### config.mk
export PLATFORM = sky130hd
export DESIGN_NAME = power_good_startup_sequencer_flat
export DESIGN_NICKNAME = d
export VERILOG_FILES = /design/src/pwr_seq_pkg.sv /design/src/pwr_seq_if.sv /design/src/power_good_startup_sequencer.sv /design/src/flat_wrapper.sv
export SDC_FILE = /design/constraint.sdc
export NUM_CORES = 1
export LEC_CHECK = 0
export ABC_CLOCK_PERIOD_IN_PS = 3600
export BUFFER_PORTS_ARGS = -buffer_cell sky130_fd_sc_hd__buf_4
export CAP_MARGIN = 20
export CORE_MARGIN = 1.5
export CORE_UTILIZATION = 30
export CTS_CLUSTER_SIZE = 8
export DETAILED_ROUTE_END_ITERATION = 10
export PLACE_DENSITY = 0.43
export SETUP_SLACK_MARGIN = 0.05
export SLEW_MARGIN = 20
export SYNTH_ARGS = -nofsm -noshare
export SYNTH_HDL_FRONTEND = slang
export SYNTH_SLANG_ARGS = --single-unit
### constraint.sdc
create_clock -name mclk -period 3.6 [get_ports mclk]
set_input_delay 0.36 -clock mclk [delete_from_list [all_inputs] [get_ports mclk]]
set_output_delay 0.36 -clock mclk [all_outputs]
set_load 0.05 [all_outputs]
### src/pwr_seq_pkg.sv
package pwr_seq_pkg;
    // pin function chosen by the sleep and reboot enable inputs
    typedef enum logic [1:0] {
        PIN_FN_NONE = 2'h0,
        PIN_FN_SLEEP = 2'h1,
        PIN_FN_REBOOT = 2'h2
    } pin_fn_t;
    // device start-up states, gray along start-up path
    typedef enum logic [2:0] {
        ST_WAIT_CORE = 3'h0,
        ST_WAIT_PIN = 3'h1,
        ST_LOAD = 3'h3,
        ST_RUN = 3'h2,
        ST_SLEEP = 3'h6
    } seq_state_t;
    // supervisor states
    typedef enum logic [1:0] {
        SV_LOW = 2'h0,
        SV_HOLD = 2'h1,
        SV_HIGH = 2'h3
    } sup_state_t;
    localparam int CLK_HZ = 25_000_000;
    localparam int OUT_RAIL_DELAY_US = 4000;
    localparam int OUT_RAIL_DELAY_CYC = (OUT_RAIL_DELAY_US * (CLK_HZ / 1_000_000));
    localparam int PIN_HOLD_US = 200;
    localparam int PIN_HOLD_CYC = (PIN_HOLD_US * (CLK_HZ / 1_000_000));
    localparam int FILTER_CYC = 4;
    localparam int CFG_SEL_W = 5;
    localparam int CFG_W = 8;
    localparam int RAIL_MV = 1620;
endpackage : pwr_seq_pkg

### src/pwr_seq_if.sv
`timescale 1ns/1ps
interface pwr_seq_if;
    logic supply_ok_pin;
    logic core_rail_ok;
    logic output_rail_ok;
    modport device (input supply_ok_pin, input core_rail_ok, input output_rail_ok);
    modport supervisor (output supply_ok_pin, output core_rail_ok, output output_rail_ok);
endinterface : pwr_seq_if

### src/power_good_startup_sequencer.sv
// Contract
// (RULE_01) no pin function: gate clocks until rails
// (RULE_02) output rails ramp within 4ms of core
// (RULE_03) rail valid once above 1.62V
// (RULE_04) pin low halts start-up until high
// (RULE_05) supervisor holds pin low from power-up
// (RULE_06) sleep mode: first rise loads selected config
// (RULE_07) sleep mode: later rises restore loaded config
// (RULE_08) sleep mode: pin low enters low power
// (RULE_09) wake resumes previous operating state
// (RULE_10) reboot mode: pin low resets device
// (RULE_11) reboot mode: release loads fresh config
// (RULE_12) pin low hold after last output rail
// (RULE_13) configuration enables at most one function
// (RULE_14) pin function tolerates long output-rail delay
// (RULE_15) core rails before or with output rails
// (RULE_16) hold time is 200 microseconds
// (RULE_17) synchronise and deglitch the pin
`timescale 1ns/1ps
module power_good_startup_sequencer
    import pwr_seq_pkg::*;
#(
    parameter int FILTER_LEN = FILTER_CYC
) (
    input wire logic mclk,
    input wire logic reset,
    pwr_seq_if.device link,
    input wire logic sleep_fn_en,
    input wire logic reboot_fn_en,
    input wire logic [CFG_SEL_W-1:0] cfg_select,
    output logic clocks_enabled,
    output logic pll_enabled,
    output logic core_reset,
    output logic [CFG_SEL_W-1:0] active_cfg,
    output logic cfg_load_pulse,
    output logic sleeping,
    output logic cfg_fault
);
    ////////////////////////////////////////////////////////////////
    // two-flop synchronisers for every level from outside
    typedef struct packed {
        logic pin;
        logic core;
        logic out;
        logic sleep_en;
        logic reboot_en;
        logic [CFG_SEL_W-1:0] sel;
    } async_t;
    async_t async_in;
    async_t sync_a;
    async_t sync_b;
    assign async_in = '{
        pin: link.supply_ok_pin,
        core: link.core_rail_ok,
        out: link.output_rail_ok,
        sleep_en: sleep_fn_en,
        reboot_en: reboot_fn_en,
        sel: cfg_select
    };
    always_ff @(posedge mclk) begin
        if (reset) begin
            sync_a <= '0;
            sync_b <= '0;
        end else begin
            sync_a <= async_in;
            sync_b <= sync_a; // [RULE_17]
        end
    end
    logic core_ok;
    logic out_ok;
    assign core_ok = sync_b.core; // [RULE_03]
    assign out_ok = sync_b.out; // [RULE_03]

    ////////////////////////////////////////////////////////////////
    // selection word taken only after standing still one cycle,
    // so bits that crossed on different edges never mix
    logic [CFG_SEL_W-1:0] cfg_prev;
    logic cfg_steady;
    always_ff @(posedge mclk) begin
        if (reset) begin
            cfg_prev <= '0;
        end else begin
            cfg_prev <= sync_b.sel;
        end
    end
    assign cfg_steady = (cfg_prev == sync_b.sel);

    ////////////////////////////////////////////////////////////////
    // glitch filter on the pin
    logic pin_level;
    logic [$clog2(FILTER_LEN+1)-1:0] filt_cnt;
    always_ff @(posedge mclk) begin
        if (reset) begin
            pin_level <= 1'b0;
            filt_cnt <= '0;
        end else if (sync_b.pin == pin_level) begin
            filt_cnt <= '0;
        end else if (filt_cnt == ($clog2(FILTER_LEN+1))'(FILTER_LEN - 1)) begin
            pin_level <= sync_b.pin; // [RULE_17]
            filt_cnt <= '0;
        end else begin
            filt_cnt <= filt_cnt + 1'b1;
        end
    end

    ////////////////////////////////////////////////////////////////
    // function select; both set is refused
    pin_fn_t fn;
    always_comb begin
        if (sync_b.sleep_en && !sync_b.reboot_en) begin
            fn = PIN_FN_SLEEP;
        end else if (sync_b.reboot_en && !sync_b.sleep_en) begin
            fn = PIN_FN_REBOOT;
        end else begin
            fn = PIN_FN_NONE; // [RULE_13]
        end
    end

    ////////////////////////////////////////////////////////////////
    // start-up state machine
    seq_state_t state;
    logic loaded;
    logic fresh_load;
    logic load_done;
    // sleep mode restores the kept word instead of loading anew
    assign fresh_load = (state == ST_LOAD) && !(fn == PIN_FN_SLEEP && loaded); // [RULE_07]
    // a fresh load waits for a steady selection word
    assign load_done = (state == ST_LOAD) && (!fresh_load || cfg_steady);
    always_ff @(posedge mclk) begin
        if (reset) begin
            state <= ST_WAIT_CORE;
        end else begin
            case (state)
                ST_WAIT_CORE: begin
                    if (core_ok) begin
                        state <= ST_WAIT_PIN;
                    end
                end
                ST_WAIT_PIN: begin
                    if (!core_ok) begin
                        state <= ST_WAIT_CORE;
                    end else if (fn == PIN_FN_NONE) begin
                        if (out_ok) begin
                            state <= ST_LOAD; // [RULE_01]
                        end
                    end else if (pin_level) begin
                        state <= ST_LOAD; // [RULE_04] [RULE_14]
                    end
                end
                ST_LOAD: begin
                    if (load_done) begin
                        state <= ST_RUN;
                    end
                end
                ST_RUN: begin
                    if (!core_ok) begin
                        state <= ST_WAIT_CORE;
                    end else if (fn == PIN_FN_SLEEP && !pin_level) begin
                        state <= ST_SLEEP; // [RULE_08]
                    end else if (fn == PIN_FN_REBOOT && !pin_level) begin
                        state <= ST_WAIT_PIN; // [RULE_10]
                    end
                end
                ST_SLEEP: begin
                    if (!core_ok) begin
                        state <= ST_WAIT_CORE;
                    end else if (pin_level || fn != PIN_FN_SLEEP) begin
                        state <= ST_RUN; // [RULE_09]
                    end
                end
                default: begin
                    state <= ST_WAIT_CORE;
                end
            endcase
        end
    end

    // loaded flag: set by a finished load, cleared by core loss or restart
    always_ff @(posedge mclk) begin
        if (reset) begin
            loaded <= 1'b0;
        end else if (load_done) begin
            loaded <= 1'b1; // [RULE_07]
        end else if (!core_ok || (state == ST_RUN && fn == PIN_FN_REBOOT && !pin_level)) begin
            loaded <= 1'b0; // [RULE_10]
        end
    end

    // latched selection word and its load strobe
    always_ff @(posedge mclk) begin
        if (reset) begin
            active_cfg <= '0;
            cfg_load_pulse <= 1'b0;
        end else if (fresh_load && cfg_steady) begin
            active_cfg <= sync_b.sel; // [RULE_06] [RULE_11]
            cfg_load_pulse <= 1'b1;
        end else begin
            cfg_load_pulse <= 1'b0;
        end
    end

    ////////////////////////////////////////////////////////////////
    // registered outputs
    always_ff @(posedge mclk) begin
        if (reset) begin
            clocks_enabled <= 1'b0;
            pll_enabled <= 1'b0;
            core_reset <= 1'b1;
            sleeping <= 1'b0;
            cfg_fault <= 1'b0;
        end else begin
            clocks_enabled <= (state == ST_RUN) && out_ok; // [RULE_01]
            pll_enabled <= (state == ST_RUN) || (state == ST_LOAD); // [RULE_08]
            core_reset <= (state == ST_WAIT_CORE) || (state == ST_WAIT_PIN); // [RULE_10]
            sleeping <= (state == ST_SLEEP);
            cfg_fault <= sync_b.sleep_en && sync_b.reboot_en; // [RULE_13]
        end
    end
endmodule : power_good_startup_sequencer

### src/flat_wrapper.sv
// flat-port wrapper written by rule: the top's interface ports become plain ports
module power_good_startup_sequencer_flat import pwr_seq_pkg::*;
#(
    parameter int FILTER_LEN = FILTER_CYC
)
  (mclk, reset, sleep_fn_en, reboot_fn_en, cfg_select, clocks_enabled, pll_enabled, core_reset, active_cfg, cfg_load_pulse, sleeping, cfg_fault, link_supply_ok_pin, link_core_rail_ok, link_output_rail_ok);
  pwr_seq_if link_i ();
  input wire logic mclk;
  input wire logic reset;
  input wire logic sleep_fn_en;
  input wire logic reboot_fn_en;
  input wire logic [CFG_SEL_W-1:0] cfg_select;
  output logic clocks_enabled;
  output logic pll_enabled;
  output logic core_reset;
  output logic [CFG_SEL_W-1:0] active_cfg;
  output logic cfg_load_pulse;
  output logic sleeping;
  output logic cfg_fault;
  input wire logic [$bits(link_i.supply_ok_pin)-1:0] link_supply_ok_pin;
  input wire logic [$bits(link_i.core_rail_ok)-1:0] link_core_rail_ok;
  input wire logic [$bits(link_i.output_rail_ok)-1:0] link_output_rail_ok;
  assign link_i.supply_ok_pin = link_supply_ok_pin;
  assign link_i.core_rail_ok = link_core_rail_ok;
  assign link_i.output_rail_ok = link_output_rail_ok;
  power_good_startup_sequencer #(.FILTER_LEN(FILTER_LEN)) u_core (.mclk(mclk), .reset(reset), .link(link_i), .sleep_fn_en(sleep_fn_en), .reboot_fn_en(reboot_fn_en), .cfg_select(cfg_select), .clocks_enabled(clocks_enabled), .pll_enabled(pll_enabled), .core_reset(core_reset), .active_cfg(active_cfg), .cfg_load_pulse(cfg_load_pulse), .sleeping(sleeping), .cfg_fault(cfg_fault));
endmodule
# After elaboration in Yosys (flattened, before gate mapping)
# Index checks and enable logic that the tools add are counted.
# word_totals
reg_bits	44
input_bits	12
wordCells	88
# classes
n_addsub	1
eq_ne	16
muxes	17
n_bitwise	1
n_reduce_logical	29
# ops
operator	n
$mux 3	11
$pmux 3 s5	1
$logic_and 1x1->1	12
$ne 4x4->1 const B	3
$eq 3x2->1 const B	3
$logic_not 1->1	6
$ne 2x1->1 const B	3
$reduce_and 6->1	1
$eq 5x5->1	1
$logic_or 1x1->1	5
$mux 2	2
$add 3x1->3 const B	1
$eq 3x1->1 const B	1
$eq 3x3->1 const B	1
$logic_not 3->1	1
$mux 1	3
$ne 3x3->1 const B	1
$reduce_or 3->1	1
$eq 2x1->1 const B	1
$eq 2x2->1 const B	1
$logic_not 2->1	1
$reduce_and 2->1	1
$reduce_bool 2->1	1
$eq 1x1->1	1
$not 1->1	1

# Depth between registers and ports, before layout
# depth
word_depth	13
ltp_mapped	6

# Worst setup path before layout
# OpenSTA, ideal clock, no wires.
# synth_timing
path_kind	register to register
startpoint	register u_core.sync_b[5] (netlist bit)
endpoint	register u_core.state[0]
arrival_time_ns	1.620
t_required_ns	3.481
slack_ns	1.861
stages_incl_launch_ff	7
n_path_buf	0
path_cell_list	dfxtp_1 -> inv_1 -> ha_1 -> mux2_1 -> o22ai_2 -> or4b_1 -> o221a_1
# synth_via
elab_chain_cells	12
word_cells_on_any_way	29
# synth_rtl
item	line	source
start, declared	power_good_startup_sequencer.sv:51	async_t sync_b;
start signal, assigned	power_good_startup_sequencer.sv:66	sync_b <= sync_a;
$logic_and 1x1->1 / $logic_not 1->1 (equally long branches)	power_good_startup_sequencer.sv:112, power_good_startup_sequencer.sv:110	
$mux 2 / $logic_and 1x1->1 (equally long branches)	power_good_startup_sequencer.sv:112, power_good_startup_sequencer.sv:110	
$mux 2 *	power_good_startup_sequencer.sv:110	if (sync_b.sleep_en && !sync_b.reboot_en) begin
$eq 2x1->1	power_good_startup_sequencer.sv:126, power_good_startup_sequencer.sv:158	
$logic_and 1x1->1	power_good_startup_sequencer.sv:126	assign fresh_load = (state == ST_LOAD) && !(fn == PIN_FN_SLEEP && loaded);
$logic_not 1->1	power_good_startup_sequencer.sv:126	
$logic_and 1x1->1	power_good_startup_sequencer.sv:126	
$logic_not 1->1	power_good_startup_sequencer.sv:128	assign load_done = (state == ST_LOAD) && (!fresh_load || cfg_steady);
$logic_or 1x1->1	power_good_startup_sequencer.sv:128	
$logic_and 1x1->1	power_good_startup_sequencer.sv:128	
$ne 2x1->1 (no line)	n/a	
$reduce_and 6->1 (no line)	n/a	
end signal, assigned	power_good_startup_sequencer.sv:131	state <= ST_WAIT_CORE;
end signal, assigned	power_good_startup_sequencer.sv:136	state <= ST_WAIT_PIN;
end signal, assigned	power_good_startup_sequencer.sv:141	state <= ST_WAIT_CORE;
end, declared	power_good_startup_sequencer.sv:121	seq_state_t state;
# Every way passes the cells marked *; elsewhere a longest branch is shown, timed or not.
# A chain may end at the register's enable or synchronous reset.

# Worst setup path in the final report
# Ends and elaborated chain as after synthesis.

==> results.md <==
* Outcome: finished, final reports clean
* Final TNS setup at 0 ps
* Unrepaired setup endpoints after global routing: false
* Die W at between 70 and 80 µm
* CP Data Required Time at roughly 3800 ps
* DIE AREA at around 5800 µm²
* Dpl cells at ~230
* H-tree levels at 2
* Area of the mapped netlist at about 1600 µm²
* Min-Delay Path Class: in -> reg
* LEAKAGE at just over 0.0008 µW
* Initial antenna violation count at 0
* Vias in the first global route at approximately 960
* Layout Cells excl Fill at roughly 240
* Max_cap viols at 0
* Filler Cell Count at 530
* Pwr dens at just over 500 nW/µm²
* Endpoints failing setup at 0
* Ports at 23
* CP endpoint kind: flop
* Arrival @ worst endpoint at 2010 ps
* Hold Vio Cnt, Final at 0
* Initial Util at ~31%
* Layout cells sized above 1 at between 10% and 20%
* Core area at slightly above 5000 µm²
* Clk sinks at 44
* Sequential-to-total area share from yosys stat at a little under three fifths
* Syn Nets at roughly 160
* Post-synth top flop: dfxtp_1
* Hold buffers post-CTS at 0
* Row cnt at 26
* CP max FO at 3
* Largest net degree at the start of global routing at 42
* Pre-CTS setup slack at between 1500 and 2000 ps
* Clk slew on worst S/H paths at 80 ps
* Die height at about 76 µm
* Max Root-Sink Buffers at 2
* Post-synth EDFFs at 0
* Synth warnings at 0
* CTS tree: done
* Root Driver: clkbuf_8
* Syn_area_per_cell at ~11 µm²
* Final WL at around 2500 µm
* 1st-pass router iterations at 4
* Synth area leaders: dfxtp_1, nor2b_1, mux2_1
* VDD IR max at around 230 µV
* Placer Congestion at 0.6891
* HPWL after DPL at 1644 µm
* Clk_skew at approximately 8.6 ps
* GRT overflow at 0
* DR WL/cell at about 10 µm
* Worst slew margin at ~72%
* Final setup margin at ~1800 ps
* Synth Instances at about 150
* First DRT Iteration DRCs at 37
* # DRC at 0
* IO Port Bufs at 22
* Synth-to-layout area growth at 20.44%
* Slew @ Worst Pin at around 420 ps
* FMAX at 0.5447 GHz
* CTS resizes at 0
* Via count at between 900 and 1,000
* Final ANT Viol Nets at 0
* Startpoint types: flop
* Final worst-path cycle share at about half
* Worst skew pair latency at between 200 and 300 ps
* Post-synth ARST share at 0%
* Nets at around 190
* Fin crit period at between 1500 and 2000 ps
* Crit Path Class: reg -> reg
* # diodes at 0
* Vias per cell at ~4.1
* Slew Viols, Final at 0
* Post-CTS setup buffer count at 0
* Yosys reg bits at 44
* First-pass GRT wire length at ~4200 µm
* Largest area contributor in the netlist: dfxtp_1
* All-Layer GR Usage at 8.994%
* Yosys cell types at 36
* Yosys top cell area share at roughly 55%
* Cts bufs inserted at 5
-- stage by stage --
step                power [µW]  hold WS, ps  utilization (%)  instance area [µm²]
floorplan                653.8        399.0                -                 1598
global placement         687.1        406.9            35.84                 1831
detailed placement       689.5        412.4            35.84                 1831
CTS                       1009        266.2            37.68                 1924
global route              1052        263.1            37.68                 1924
finish                   992.8        274.6            37.68                 1924
-- registers in the layout, summed over array words and instances (netlist names) --
| signal | count |
|---|---|
| u_core.cfg_prev | 5 |
| u_core.state | 3 |
| u_core.sleeping | 1 |
| u_core.core_ok | 1 |
| u_core.out_ok | 1 |
| u_core.active_cfg | 5 |
| u_core.sync_a | 10 |
| u_core.loaded | 1 |
| u_core.pin_level | 1 |
| u_core.clocks_enabled | 1 |
| u_core.filt_cnt | 3 |
| u_core.pll_enabled | 1 |
| u_core.sync_b | 8 |
| u_core.cfg_load_pulse | 1 |
| u_core.core_reset | 1 |
| u_core.cfg_fault | 1 |
-- worst paths after layout --
check                                start                             to  slack [ps]  depth (start not counted)
min reg2reg  u_core.filt_cnt[0]$_SDFF_PP0_  u_core.filt_cnt[0]$_SDFF_PP0_         420                          1
max            u_core.sync_b[5]$_SDFF_PP0_   u_core.state[0]$_SDFFE_PP0P_        1760                          6
max reg2reg    u_core.sync_b[5]$_SDFF_PP0_   u_core.state[0]$_SDFFE_PP0P_        1760                          6
min                          cfg_select[2]    u_core.sync_a[2]$_SDFF_PP0_         270                          2
-- cell usage in the layout (no fill, tap or decap), types with 2 or more instances in the layout --
| cell | count |
|---|---|
| nor2b_1 | 34 |
| buf_4 | 22 |
| xor2_1 | 5 |
| nor4b_1 | 2 |
| a21boi_0 | 2 |
| nor2_1 | 8 |
| a21o_1 | 2 |
| mux2_1 | 6 |
| nor3_1 | 2 |
| nand2_1 | 3 |
| inv_1 | 5 |
| nand2b_1 | 3 |
| ha_1 | 5 |
| o21ai_0 | 2 |
| clkbuf_8 | 6 |
| dfxtp_1 | 44 |
-- critical path: stages, from the launching register on --
cell	delay, ps
dfxtp_1	360
inv_1	50
ha_1	290
mux2_1	220
o22ai_2	100
or4b_1	480
o221a_1	230
-- layout make-up --
class                           count  area, µm²  share of cell area, %
Sequential cell                    44      880.8                  45.77
Clock buffer                        7      86.33                  4.486
Multi-Input combinational cell     93      678.2                  35.24
Inverter                            5      18.77                 0.9753
Clock inverter                      1      7.507                 0.3901
Tap cell                           70      87.58                  4.551
Timing Repair Buffer               22      165.2                  8.583
-- cells by family after synthesis --
group	after synthesis	share of synthesized area, %
muxes	7	4.855
adders and majority gates	5	3.915
xor gates and xnor gates	6	3.289
AOI/OAI and AO/OA	12	6.264
DFF	44	55.13
buffers and inverters	10	2.427
and+or+nand+nor	63	24.12
-- report_power, final --
part / internal (µW) / leakage (µW) / switching, µW
combinational: 65.6 / 0.000403 / 70.6
sequential: 513 / 0.000360 / 29.2
clock: 156 / 0.0000445 / 158
-- cell usage after synthesis (3+ instances only) --
library cell	count
nand2_1	3
nand2b_1	3
nor2_1	8
dfxtp_1	44
inv_1	5
nor2b_1	34
xor2_1	5
mux2_1	6
clkbuf_1	3
ha_1	5
-- routing by layer --
metal	track usage (%)	vias to the layer above	share of wire, %
met5	0	-	0
met4	3.889	0	1.5
met3	3.234	5	4.6
met2	15.41	17	47
met1	10.07	441	47
li1	-	532	-
(Power assumes the default switching activity.)
